===== config.mk =====
export PLATFORM = sky130hd
export DESIGN_NAME = mon_ctrl
export DESIGN_NICKNAME = d
export VERILOG_FILES = /design/src/mon_pkg.sv /design/src/mon_seq_if.sv /design/src/mon_ctrl.sv /design/src/mon_limit_cmp.sv /design/src/mon_sequencer.sv
export VERILOG_INCLUDE_DIRS = /design/src
export SDC_FILE = /design/constraint.sdc
export NUM_CORES = 1
export LEC_CHECK = 0
export ABC_AREA = 1
export BUFFER_PORTS_ARGS = -buffer_cell sky130_fd_sc_hd__buf_2
export CORE_MARGIN = 10
export CORE_UTILIZATION = 55
export DETAILED_ROUTE_END_ITERATION = 8
export GPL_TIMING_DRIVEN = 0
export PLACE_DENSITY = 0.68
export SLEW_MARGIN = 5
export SYNTH_ARGS = -nofsm -noshare
export SYNTH_HDL_FRONTEND = slang
export SYNTH_HIERARCHICAL = 1
export SYNTH_SLANG_ARGS = --single-unit

===== constraint.sdc =====
create_clock -name clk -period 3.33 [get_ports clk]
set_input_delay 0.666 -clock clk [delete_from_list [all_inputs] [get_ports clk]]
set_output_delay 0.666 -clock clk [all_outputs]
set_load 0.01 [all_outputs]

===== src/mon_map.svh =====
// Register offsets, field positions, reset values and timing figures of the monitor.
`ifndef MON_MAP_SVH
`define MON_MAP_SVH
`define MON_ADDR_CFG 8'h00
`define MON_ADDR_STATUS 8'h01
`define MON_ADDR_MASK 8'h03
`define MON_ADDR_RATE 8'h07
`define MON_ADDR_CHOFF 8'h08
`define MON_ADDR_ONESHOT 8'h09
`define MON_ADDR_DEEP 8'h0a
`define MON_ADDR_ADVCFG 8'h0b
`define MON_ADDR_BUSY 8'h0c
`define MON_ADDR_READ_LO 8'h20
`define MON_ADDR_READ_HI 8'h27
`define MON_ADDR_LIM_LO 8'h2a
`define MON_ADDR_LIM_HI 8'h39
`define MON_ADDR_MAKER 8'h3e
`define MON_ADDR_REV 8'h3f
`define MON_CFG_START 0
`define MON_CFG_INTEN 1
`define MON_CFG_RELEASE 3
`define MON_CFG_SOFTDEF 7
`define MON_CFG_WMASK 8'h0b
`define MON_RATE_CONT 0
`define MON_RATE_WMASK 8'h01
`define MON_DEEP_BIT 0
`define MON_DEEP_WMASK 8'h01
`define MON_ADV_WMASK 8'h07
`define MON_BUSY_BIT 0
`define MON_WARM_BIT 1
`define MON_CFG_RESET 8'h08
`define MON_ZERO_RESET 8'h00
`define MON_TEMP_CHAN 3'h7
`define MON_CLK_PERIOD_NS 100
`define MON_VOLT_CONV_US 12200
`define MON_TEMP_CONV_US 3600
`define MON_LP_PASS_MS 728
`define MON_WARMUP_MS 33
`endif


===== src/mon_pkg.sv =====
// Types shared by the monitor control modules.
package mon_pkg;
  typedef enum logic [1:0] {
    MON_IDLE = 2'b00,
    MON_CONV = 2'b01,
    MON_HOLD = 2'b11,
    MON_LPWAIT = 2'b10
  } mon_seq_state_t;
  typedef logic [2:0] mon_chan_t;
  typedef logic [11:0] mon_sample_t;
endpackage : mon_pkg


===== src/mon_seq_if.sv =====
// Signals between the register file and the conversion sequencer.
interface mon_seq_if;
  logic run;
  logic oneShot;
  logic lowPower;
  logic holdOff;
  logic [7:0] chanOff;
  mon_pkg::mon_sample_t convData;
  logic resultValid;
  mon_pkg::mon_chan_t resultChan;
  mon_pkg::mon_sample_t resultData;
  logic convStart;
  mon_pkg::mon_chan_t convChan;
  logic busy;
  modport ctrl (output run, oneShot, lowPower, holdOff, chanOff, convData,
                input resultValid, resultChan, resultData, convStart, convChan, busy);
  modport seq (input run, oneShot, lowPower, holdOff, chanOff, convData,
               output resultValid, resultChan, resultData, convStart, convChan, busy);
endinterface : mon_seq_if


===== src/mon_ctrl.sv =====
// Register file, interrupt pin and reading storage of the eight-channel monitor.
`include "mon_map.svh"
module mon_ctrl #(
  parameter int VoltCyc = `MON_VOLT_CONV_US * 1000 / `MON_CLK_PERIOD_NS, // voltage conversion
  parameter int TempCyc = `MON_TEMP_CONV_US * 1000 / `MON_CLK_PERIOD_NS, // temperature conversion
  parameter int LpPassCyc = `MON_LP_PASS_MS * 1000000 / `MON_CLK_PERIOD_NS, // low-power pass
  parameter int WarmCyc = `MON_WARMUP_MS * 1000000 / `MON_CLK_PERIOD_NS, // start-up warmup
  parameter logic [7:0] MakerCode = 8'h5a, // Arbitrary value.
  parameter logic [7:0] RevCode = 8'h3c // Arbitrary value.
) (
  input wire logic clk, // system clock, 10 MHz
  input wire logic rst, // asynchronous reset, active high
  input wire logic [7:0] regAddr, // register address from the serial target
  input wire logic [7:0] regWrData, // write data byte
  input wire logic regWrEn, // one-cycle write strobe
  input wire logic regRdEn, // one-cycle read strobe
  input wire logic busActive, // serial transaction in progress
  output logic [15:0] regRdData, // read data, valid the cycle after the strobe
  input wire mon_pkg::mon_sample_t convData, // front-end result at conversion end
  output logic convStart, // one-cycle start of a conversion
  output mon_pkg::mon_chan_t convChan, // channel being converted
  output logic analogSleep, // deep sleep request to the front end
  output logic intPinOut, // open-drain interrupt level, always low
  output logic intPinOe // high while the interrupt pin is pulled low
);
  logic [7:0] cfg_r;
  logic [7:0] status_r;
  logic [7:0] mask_r;
  logic [7:0] rate_r;
  logic [7:0] chanOff_r;
  logic [7:0] deep_r;
  logic [7:0] advCfg_r;
  logic warmPending_r;
  logic [23:0] warmCnt_r;
  logic [15:0] regRdData_r;
  logic intPinOe_r;
  logic intPinOut_r;
  logic analogSleep_r;
  logic [15:0] reading_r [8];
  logic [7:0] limit_r [16];
  logic [7:0] cfg_nxt;
  logic [7:0] status_nxt;
  logic fault;

  mon_seq_if seqBus ();

  mon_sequencer #(
    .VoltCyc(VoltCyc),
    .TempCyc(TempCyc),
    .LpPassCyc(LpPassCyc)
  ) u_seq (
    .clk(clk),
    .rst(rst),
    .sb(seqBus.seq)
  );

  // Address decode.
  wire logic wrCfg = regWrEn && (regAddr == `MON_ADDR_CFG);
  wire logic wrMask = regWrEn && (regAddr == `MON_ADDR_MASK);
  wire logic wrRate = regWrEn && (regAddr == `MON_ADDR_RATE);
  wire logic wrChOff = regWrEn && (regAddr == `MON_ADDR_CHOFF);
  wire logic wrOneShot = regWrEn && (regAddr == `MON_ADDR_ONESHOT);
  wire logic wrDeep = regWrEn && (regAddr == `MON_ADDR_DEEP);
  wire logic wrAdv = regWrEn && (regAddr == `MON_ADDR_ADVCFG);
  wire logic inRead = (regAddr >= `MON_ADDR_READ_LO) && (regAddr <= `MON_ADDR_READ_HI);
  wire logic inLim = (regAddr >= `MON_ADDR_LIM_LO) && (regAddr <= `MON_ADDR_LIM_HI);
  wire logic wrLim = regWrEn && inLim;
  wire logic rdStatus = regRdEn && (regAddr == `MON_ADDR_STATUS);
  wire logic softDef = wrCfg && regWrData[`MON_CFG_SOFTDEF];
  wire logic [2:0] readIdx = regAddr[2:0];
  wire logic [3:0] limIdx = 4'(regAddr - `MON_ADDR_LIM_LO);

  // Control bits as the loop sees them.
  wire logic startBit = cfg_r[`MON_CFG_START];
  wire logic intEnBit = cfg_r[`MON_CFG_INTEN];
  wire logic releaseBit = cfg_r[`MON_CFG_RELEASE];

  // The loop runs only with start set and release clear, so clearing release resumes it.
  assign seqBus.run = startBit && !releaseBit;
  // A one-shot write only counts while start is clear; the data byte is dropped.
  assign seqBus.oneShot = wrOneShot && !startBit;
  assign seqBus.lowPower = !rate_r[`MON_RATE_CONT];
  assign seqBus.holdOff = busActive;
  assign seqBus.chanOff = chanOff_r;
  assign seqBus.convData = convData;

  // Comparison of the finished reading against its limit pair.
  wire logic [3:0] hiIdx = {seqBus.resultChan, 1'b0};
  wire logic [3:0] loIdx = {seqBus.resultChan, 1'b1};

  mon_limit_cmp u_cmp (
    .chan(seqBus.resultChan),
    .data(seqBus.resultData),
    .limHi(limit_r[hiIdx]),
    .limLo(limit_r[loIdx]),
    .fault(fault)
  );

  // While release is set the status register can only be cleared, so a late result is not flagged.
  wire logic commit = seqBus.resultValid;
  wire logic [7:0] chanBit = 8'h01 << seqBus.resultChan;
  wire logic [7:0] statusSet = (commit && fault && !releaseBit) ? chanBit : 8'h00;
  wire logic statusClr = rdStatus || softDef;
  wire logic unmaskedFault = |(status_r & ~mask_r);
  wire logic intOe_nxt = intEnBit && !releaseBit && unmaskedFault;

  always_comb begin
    status_nxt = (statusClr ? `MON_ZERO_RESET : status_r) | statusSet;
    cfg_nxt = cfg_r;
    if (softDef) begin
      cfg_nxt = `MON_CFG_RESET;
    end else if (wrCfg) begin
      cfg_nxt = regWrData & `MON_CFG_WMASK;
    end
  end

  // Read multiplexer; unmapped and write-only addresses return zero.
  wire logic [15:0] rdMux =
    inRead ? reading_r[readIdx] :
    inLim ? {8'h00, limit_r[limIdx]} :
    (regAddr == `MON_ADDR_CFG) ? {8'h00, cfg_r} :
    (regAddr == `MON_ADDR_STATUS) ? {8'h00, status_r} :
    (regAddr == `MON_ADDR_MASK) ? {8'h00, mask_r} :
    (regAddr == `MON_ADDR_RATE) ? {8'h00, rate_r} :
    (regAddr == `MON_ADDR_CHOFF) ? {8'h00, chanOff_r} :
    (regAddr == `MON_ADDR_DEEP) ? {8'h00, deep_r} :
    (regAddr == `MON_ADDR_ADVCFG) ? {8'h00, advCfg_r} :
    (regAddr == `MON_ADDR_BUSY) ? {14'h0000, warmPending_r, seqBus.busy} :
    (regAddr == `MON_ADDR_MAKER) ? {8'h00, MakerCode} :
    (regAddr == `MON_ADDR_REV) ? {8'h00, RevCode} :
    16'h0000;

  always_ff @(posedge clk or posedge rst) begin
    if (rst) begin
      cfg_r <= `MON_CFG_RESET;
      status_r <= `MON_ZERO_RESET;
    end else begin
      cfg_r <= cfg_nxt;
      status_r <= status_nxt;
    end
  end

  always_ff @(posedge clk or posedge rst) begin
    if (rst) begin
      mask_r <= `MON_ZERO_RESET;
      rate_r <= `MON_ZERO_RESET;
      chanOff_r <= `MON_ZERO_RESET;
      advCfg_r <= `MON_ZERO_RESET;
    end else if (softDef) begin
      mask_r <= `MON_ZERO_RESET;
      rate_r <= `MON_ZERO_RESET;
      chanOff_r <= `MON_ZERO_RESET;
      advCfg_r <= `MON_ZERO_RESET;
    end else begin
      mask_r <= wrMask ? regWrData : mask_r;
      rate_r <= wrRate ? (regWrData & `MON_RATE_WMASK) : rate_r;
      chanOff_r <= wrChOff ? regWrData : chanOff_r;
      advCfg_r <= wrAdv ? (regWrData & `MON_ADV_WMASK) : advCfg_r;
    end
  end

  // Deep sleep is only a request to the front end; the loop is already stopped by then.
  always_ff @(posedge clk or posedge rst) begin
    if (rst) begin
      deep_r <= `MON_ZERO_RESET;
      analogSleep_r <= 1'b0;
    end else begin
      deep_r <= softDef ? `MON_ZERO_RESET : (wrDeep ? (regWrData & `MON_DEEP_WMASK) : deep_r);
      analogSleep_r <= deep_r[`MON_DEEP_BIT] && !seqBus.busy;
    end
  end

  // Warmup flag stays set for the start-up time after reset.
  always_ff @(posedge clk or posedge rst) begin
    if (rst) begin
      warmCnt_r <= 24'h000000;
      warmPending_r <= 1'b1;
    end else begin
      warmCnt_r <= warmPending_r ? warmCnt_r + 24'h000001 : warmCnt_r;
      warmPending_r <= warmPending_r && (warmCnt_r < 24'(WarmCyc - 1));
    end
  end

  always_ff @(posedge clk or posedge rst) begin
    if (rst) begin
      regRdData_r <= 16'h0000;
      intPinOe_r <= 1'b0;
      intPinOut_r <= 1'b0;
    end else begin
      regRdData_r <= regRdEn ? rdMux : regRdData_r;
      intPinOe_r <= intOe_nxt;
      intPinOut_r <= 1'b0;
    end
  end

  // Readings and limits have no reset, so they read undefined until written.
  always_ff @(posedge clk) begin
    if (commit) begin
      reading_r[seqBus.resultChan] <= {4'h0, seqBus.resultData};
    end
    if (wrLim) begin
      limit_r[limIdx] <= regWrData;
    end
  end

  assign regRdData = regRdData_r;
  assign convStart = seqBus.convStart;
  assign convChan = seqBus.convChan;
  assign analogSleep = analogSleep_r;
  assign intPinOut = intPinOut_r;
  assign intPinOe = intPinOe_r;
endmodule : mon_ctrl


===== src/mon_limit_cmp.sv =====
// Window comparison of one finished voltage reading against its limits; temperature is checked against its high limit only.
`include "mon_map.svh"
module mon_limit_cmp (
  input wire mon_pkg::mon_chan_t chan, // channel of the reading
  input wire mon_pkg::mon_sample_t data, // finished reading
  input wire logic [7:0] limHi, // high limit byte
  input wire logic [7:0] limLo, // low limit byte
  output logic fault // voltage reading outside its window, or temperature above its high limit
);
  // Voltage limits cover the upper eight bits; temperature is half-degree signed.
  wire logic isTemp = (chan == `MON_TEMP_CHAN);
  wire logic voltFault = (data[11:4] > limHi) || (data[11:4] <= limLo);
  wire logic tempFault = $signed(data[8:1]) > $signed(limHi);
  assign fault = isTemp ? tempFault : voltFault;
endmodule : mon_limit_cmp


===== src/mon_sequencer.sv =====
// Round-robin conversion sequencer with continuous, low-power and one-shot passes.
`include "mon_map.svh"
module mon_sequencer #(
  parameter int VoltCyc = 122000, // cycles per voltage conversion
  parameter int TempCyc = 36000, // cycles per temperature conversion
  parameter int LpPassCyc = 7280000 // cycles per low-power pass
) (
  input wire logic clk, // system clock
  input wire logic rst, // asynchronous reset, active high
  mon_seq_if.seq sb // link to the register file
);
  mon_pkg::mon_seq_state_t state_r;
  mon_pkg::mon_seq_state_t state_nxt;
  logic [23:0] convCnt_r;
  logic [23:0] passCnt_r;
  mon_pkg::mon_chan_t chan_r;
  mon_pkg::mon_chan_t chan_nxt;
  logic single_r;
  logic convStart_r;
  logic resultValid_r;
  mon_pkg::mon_chan_t resultChan_r;
  mon_pkg::mon_sample_t resultData_r;
  logic busy_r;

  // Returns {found, index} of the first enabled channel at or after a start point.
  function automatic logic [3:0] nextOn(input logic [7:0] off, input logic [3:0] from);
    logic [3:0] r;
    r = 4'h0;
    for (int i = 7; i >= 0; i--) begin
      if (i >= int'(from) && !off[i]) begin
        r = {1'b1, 3'(i)};
      end
    end
    return r;
  endfunction : nextOn

  wire logic [3:0] firstOn = nextOn(sb.chanOff, 4'h0);
  wire logic [3:0] nextAfter = nextOn(sb.chanOff, {1'b0, chan_r} + 4'h1);
  wire logic goPass = (sb.run || sb.oneShot) && firstOn[3];
  wire logic [23:0] convLast = (chan_r == `MON_TEMP_CHAN) ? 24'(TempCyc - 1) : 24'(VoltCyc - 1);
  wire logic convEnd = (convCnt_r == convLast);
  wire logic passEnd = !nextAfter[3];
  wire logic lpDone = (passCnt_r >= 24'(LpPassCyc - 1));
  wire logic commitNow = (state_r == mon_pkg::MON_HOLD) && !sb.holdOff;
  wire logic startConv = (state_nxt == mon_pkg::MON_CONV) && (state_r != mon_pkg::MON_CONV);
  wire logic passStart = startConv && (state_r != mon_pkg::MON_HOLD || passEnd);

  always_comb begin
    state_nxt = state_r;
    chan_nxt = firstOn[2:0];
    unique case (state_r)
      mon_pkg::MON_IDLE: begin
        if (goPass) begin
          state_nxt = mon_pkg::MON_CONV;
        end
      end
      mon_pkg::MON_CONV: begin
        if (convEnd) begin
          state_nxt = mon_pkg::MON_HOLD;
        end
      end
      mon_pkg::MON_HOLD: begin
        if (sb.holdOff) begin
          state_nxt = mon_pkg::MON_HOLD;
        end else if (!sb.run && !single_r) begin
          state_nxt = mon_pkg::MON_IDLE;
        end else if (!passEnd) begin
          state_nxt = mon_pkg::MON_CONV;
          chan_nxt = nextAfter[2:0];
        end else if (single_r || !firstOn[3]) begin
          state_nxt = mon_pkg::MON_IDLE;
        end else if (sb.lowPower) begin
          state_nxt = mon_pkg::MON_LPWAIT;
        end else begin
          state_nxt = mon_pkg::MON_CONV;
        end
      end
      mon_pkg::MON_LPWAIT: begin
        if (!sb.run) begin
          state_nxt = mon_pkg::MON_IDLE;
        end else if (lpDone && firstOn[3]) begin
          state_nxt = mon_pkg::MON_CONV;
        end
      end
    endcase
  end

  always_ff @(posedge clk or posedge rst) begin
    if (rst) begin
      state_r <= mon_pkg::MON_IDLE;
      convCnt_r <= 24'h000000;
      passCnt_r <= 24'h000000;
      chan_r <= 3'h0;
      single_r <= 1'b0;
      convStart_r <= 1'b0;
      resultValid_r <= 1'b0;
      resultChan_r <= 3'h0;
      resultData_r <= 12'h000;
      busy_r <= 1'b0;
    end else begin
      state_r <= state_nxt;
      convCnt_r <= startConv ? 24'h000000 : convCnt_r + 24'h000001;
      passCnt_r <= passStart ? 24'h000000 : passCnt_r + 24'h000001;
      chan_r <= startConv ? chan_nxt : chan_r;
      single_r <= (state_r == mon_pkg::MON_IDLE && goPass) ? !sb.run : single_r;
      convStart_r <= startConv;
      resultValid_r <= commitNow;
      // The channel counter moves on at the commit edge, so the committed channel is kept apart.
      resultChan_r <= commitNow ? chan_r : resultChan_r;
      resultData_r <= (state_r == mon_pkg::MON_CONV && convEnd) ? sb.convData : resultData_r;
      busy_r <= (state_nxt != mon_pkg::MON_IDLE);
    end
  end

  assign sb.convStart = convStart_r;
  assign sb.convChan = chan_r;
  assign sb.resultValid = resultValid_r;
  assign sb.resultChan = resultChan_r;
  assign sb.resultData = resultData_r;
  assign sb.busy = busy_r;
endmodule : mon_sequencer


* Yosys cells after proc, flatten, opt, wreduce, memory -nomap -nowiden
Memories as Yosys holds them, arrays and structs flattened. Index checks and enable logic that the tools add are counted.
Word-level totals: output and inout bits 23, bits of input ports 33, logic and storage cells 200, memories kept 2, flip-flop bits (word level) 171, memory bits (writable) 224
Cells by class: $add $sub $neg 5, muxes and demuxes 64, order comparisons 17, bitwise logic cells 3, shift operators 1, reductions and logical operators 67, equal/unequal tests 19
Memories:
- limit_r | depth 16, width 8, read ports 3, clocked after memory_dff 0, write ports 1, line mon_ctrl.sv:40 | logic [7:0] limit_r [16];
- reading_r | depth 8, width 12, read ports 1, clocked after memory_dff 0, write ports 1, line mon_ctrl.sv:39 | logic [15:0] reading_r [8];
Operators with widths (number):
- 8-bit 2-to-1 mux | 22
- 24-bit by 1-bit adder with 24-bit output, second input constant | 3
- 4-bit 2-to-1 mux | 16
- 24-bit 2-to-1 mux | 2
- 8-bit by 4-bit equality test with 1-bit output, second input constant | 5
- 1-bit logical AND | 36
- 24-bit equality test | 1
- 24-bit by 23-bit >= comparator with 1-bit output, second input constant | 1
- 24-bit by 19-bit < comparator with 1-bit output, second input constant | 1
- 2-bit 2-to-1 mux | 9
- 17-bit 2-to-1 mux | 1
- 8-bit by 6-bit equality test with 1-bit output, second input constant | 2
- 3-bit by 4-bit >= comparator with 1-bit output, first input constant | 4
- 8-bit by 6-bit >= comparator with 1-bit output, second input constant | 2
- 8-bit > comparator | 2
- 8-bit by 6-bit less-or-equal comparator with 1-bit output, second input constant | 2
- 1-bit zero test | 16
- 16-bit 2-to-1 mux | 1
- 7-bit 2-to-1 mux | 2
- 2-bit nonzero test | 7
- 3-bit 2-to-1 mux | 4
- 8-bit bitwise AND | 1
- 8-bit by 1-bit equality test with 1-bit output, second input constant | 1
- 8-bit by 2-bit equality test with 1-bit output, second input constant | 1
- 21 further kinds | 34

* Longest topological paths before layout
depth after elaboration 19, gate-level depth with buffers 22, mapped depth without buffers 21

* Cells and area by module
Netlist, hierarchy kept.
Modules (own cells, without submodules):
- mon_ctrl | area an instance 13152.6 µm², times used 1, cells each 1218, sequential area each 8505.7 µm²
- mon_sequencer | area an instance 4340.4 µm², times used 1, cells each 539, sequential area each 1801.7 µm²
- mon_limit_cmp | area an instance 646.9 µm², times used 1, cells each 105, sequential area each 0.0 µm²

* Least setup slack after synthesis
OpenSTA, ideal clock, no wires.
path type input to register, start point input port regAddr[2], end point memory limit_r[4][0], enable pin, path slack 0.539 ns, stages 10, arrival time 2.421 ns, required time 2.960 ns, path buffers 2, library setup time 0.370 ns, cell sequence buf_6 > inv_1 > clkbuf_1 > ha_1 > nand2_1 > nand2_1 > inv_1 > nor2_1 > inv_1 > nor2_1
Between the ends: word-level cells in the longest chain between the ends 5, elaborated cells on any way between the ends 7, those cells by class add/sub (1); order compare (2); mux (2); reduce/logical (2)
Ends and longest elaborated chain:
- from (decl) | line mon_ctrl.sv:13 | input wire logic [7:0] regAddr,
- 8-bit by 6-bit >= comparator with 1-bit output (no line) / 8-bit by 6-bit less-or-equal comparator with 1-bit output (equally long branches)
- 1-bit logical AND | line mon_ctrl.sv:66 | wire logic inLim = (regAddr >= `MON_ADDR_LIM_LO) && (regAddr <= `MON_ADDR_LIM_HI);
- 1-bit logical AND | line mon_ctrl.sv:67 | wire logic wrLim = regWrEn && inLim;
- 1-bit 2-to-1 mux | line mon_ctrl.sv:201 | if (wrLim) begin
- 1-bit 2-to-1 mux (implied by the code) | line mon_ctrl.sv:202 | limit_r[limIdx] <= regWrData;
- to (decl) | line mon_ctrl.sv:40
Several ways; a longest one is shown, not always the timed one.

* Worst setup path in the final report
start point input port regAddr[2], end point memory limit_r[3][4], enable pin
Same word-level chain as after synthesis.

==> impl_metrics.json <==
{
  "p_int_mw": 8.22,
  "ir_drop_v": 0.000381,
  "path_cells": "buf_6 > inv_1 > clkbuf_1 > ha_1 > nand2_1 > nand2_1 > inv_1 > nor2_2 > inv_1 > nor2_1",
  "core_area_mm2": 0.0325,
  "synth_flop_cell": "edfxtp_1",
  "dr.pass1.iters": 5,
  "swShare": 0.253,
  "ant_nets": 0,
  "setup_tns_ps": -213,
  "multi_input_area_mm2": 0.00684,
  "final_util": 0.637,
  "drt_iter0_markers": 1405,
  "insertedDiodeCount": 0,
  "clock-sinks": 367,
  "synthCells": 1862,
  "postCtsHoldBufs": 0,
  "stdcell_area_mm2": 0.0207,
  "fin_crit_ps": 3360,
  "ys_async_sr_fraction": 0.390,
  "rsz0062_at_grt": "yes",
  "initial_core_util": 0.558,
  "slowest_delay_ps": 730,
  "fp.dieH_um": 202,
  "row_count": 66,
  "grt_pass1_wl_mm": 78.4,
  "yosys_warnings": 6,
  "seqCellArea_mm2": 0.0103,
  "synth_top_area_share": 0.371,
  "clockBufferDepth": 3,
  "worst_setup_path_end_kind": "flip-flop",
  "status": "complete, but fails checks",
  "crit_buf_inv": 5,
  "p_comb_frac": 0.115,
  "hold_violations": 0,
  "die_x_um": 202,
  "nets": 2033,
  "clkPwrFrac": 0.415,
  "max_slew_margin": 0.409,
  "worst_slew_pin_slew_ps": 883,
  "clkSlewWorstSetupHoldPaths_ps": 60,
  "instances_no_fill": 2439,
  "syn2layout_area_growth_pct": 14.2,
  "vias_per_cell": 5.79,
  "synth_cell_types": 58,
  "track_usage": 0.246,
  "setup-violations-final": 8,
  "drv_cap": 0,
  "crit_path_frequent_cell": "inv_1",
  "clockRootBuffer": "clkbuf_16",
  "ys_ff_latch": 367,
  "fillCellCount": 2712,
  "synth_edf_count": 224,
  "place_area_mm2": 0.0191,
  "synth_area_leaders": "edfxtp_1 37%, dfrtp_1 19%, nand2_1 11%",
  "dp.cells": 2363,
  "cellLeakagePower_nw": 8.90,
  "ioPinCount": 56,
  "hpwl_mm": 36.1,
  "antenna_found_initial": 0,
  "holdCritPathClass": "input port to async pin",
  "syn_avg_cell_area_um2": 9.74,
  "crit_arrival_ps": 3540,
  "postRouteWirelength_mm": 50.5,
  "grt_overflow": 0,
  "grt_max_degree": 52,
  "drc_errors": 0,
  "crit_family": "simple AND/OR/NAND/NOR gates",
  "gp_congestion": 0.963,
  "clock_skew_ps": 23.3,
  "slew_viol_final": 0,
  "worst-r2r-setup-slack_ps": 50,
  "worstSetupStartpointType": "input port",
  "cp_slowest_cell": "nor2_1",
  "p_sw_mw": 2.79,
  "power_frac_seq": 0.470,
  "violations": "negative setup slack",
  "synth_top_cell_by_area": "edfxtp_1",
  "worstPathRequired_ps": 3510,
  "power_density_mw_per_mm2": 532,
  "cts_tree": "built",
  "grt_pass1_vias": 14088,
  "clk_latency_ps": 550,
  "h-tree-depth": 2,
  "critPathKind": "input port to flip-flop",
  "wl_per_cell_um": 20.7,
  "max_freq_mhz": 297,
  "cts_buffers": 40,
  "yosys.cell_count.top_type": "nand2_1",
  "reg2regPathDepth": 15,
  "crit_cells": 10,
  "die_area_mm2": 0.0406,
  "fin_crit_sh": 1.01,
  "vias": 14134,
  "synth_commonest_cells": "524 x nand2_1, 224 x edfxtp_1, 198 x inv_1, 141 x dfrtp_1, 113 x nor2_1",
  "fin_ws_ps": -31.8,
  "yosysSeqAreaShare": 0.568,
  "pre_cts_ws_ps": -846,
  "drive_gt1_frac": 0.160,
  "cp_max_fo": 11,
  "syn_area_mm2": 0.0181,
  "io_buffer_count": 46
}
[flip-flops by register name, indices dropped and copies added (netlist names), 12 cells and up]
name                 cells
u_seq/passCnt_r         24
u_seq/sb.resultData     12
limit_r                128
u_seq/convCnt_r         24
warmCnt_r               24
regRdData               12
reading_r               96
[metrics by stage]
step	hold slack, ps	power, mW
after floorplan	403	6.04
after global placement	445	6.40
after detailed placement	459	6.44
after CTS	101	11.0
after global routing	124	11.4
final	105	11.0
[layout by cell type, fill, tap and decap left out, types with 26 or more instances in the layout]
cell       count
clkbuf_16     42
dfrtp_1      139
o21ai_0       65
nand3_1       74
ha_1          33
nor2_4        26
a21oi_1       29
edfxtp_1     224
a22oi_1       86
o22ai_1       30
buf_2         69
nand2_1      522
inv_1        193
nand4_1       37
xor2_1        36
nor2_2        31
nor2_1        93
[path summary, 6_finish.rpt]
check | start | to
max | regAddr[2] | limit_r[3][4]
max in group asynchronous | rst | u_seq/sb.resultData[7]
min reg2reg | u_seq/convCnt_r[0] | u_seq/convCnt_r[0]
min in group clk | convData[11] | u_seq/sb.resultData[11]
min | rst | status_r[6]
max reg2reg | u_seq/sb.resultChan[2] | status_r[4]
[repair_timing]
| action | CTS | global route |
|---|---|---|
| pin swaps | 0 | 3 |
| resized for setup | 39 | 48 |
| setup buffers | 0 | 4 |
| cloned | 0 | 0 |
| endpoints found under the setup margin | 47 | 129 |
[kinds of logic (layout without fill, tap and decap cells)]
family / after synthesis / count (layout) / synth area share
AND/OR/NAND/NOR: 850 / 850 / 0.210
flip-flops: 367 / 367 / 0.568
AO/OA/AOI/OAI: 278 / 278 / 0.102
buffers and inverters: 270 / 401 / 0.0649
XOR/XNOR: 51 / 51 / 0.0246
adder cells (fa/ha/maj): 33 / 33 / 0.0228
multiplexers: 12 / 12 / 0.00745
other: 1 / 5 / 0.000207
[metal layers]
layer  track usage  wire (µm)  vias up  part of all wire
li1              -          -     6554                 -
met1         0.317      20600     6776              0.41
met2         0.400      23400      661              0.46
met3        0.0529       4670      143             0.092
met4        0.0953       1860        0             0.037
met5             0          0        -                 0
[power by group through the flow]
stage | sequential (mW) | combinational (mW) | clock [mW]
final | 5.17 | 1.26 | 4.57
after global placement | 5.25 | 1.14 | 0
after detailed placement | 5.26 | 1.18 | 0
after global routing | 5.20 | 1.39 | 4.81
after CTS | 5.17 | 1.21 | 4.63
after floorplan | 5.21 | 0.824 | 0
[area by class of cell]
type,count,share of cell area
Multi-Input combinational cell,1229,0.330
Inverter,209,0.0390
Buffer,61,0.0214
Timing Repair Buffer,59,0.0191
Sequential cell,367,0.498
Clock buffer,53,0.0547
Clock inverter,19,0.0111
Tap cell,442,0.0267
No activity file was read; power rests on OpenSTA's default activity.
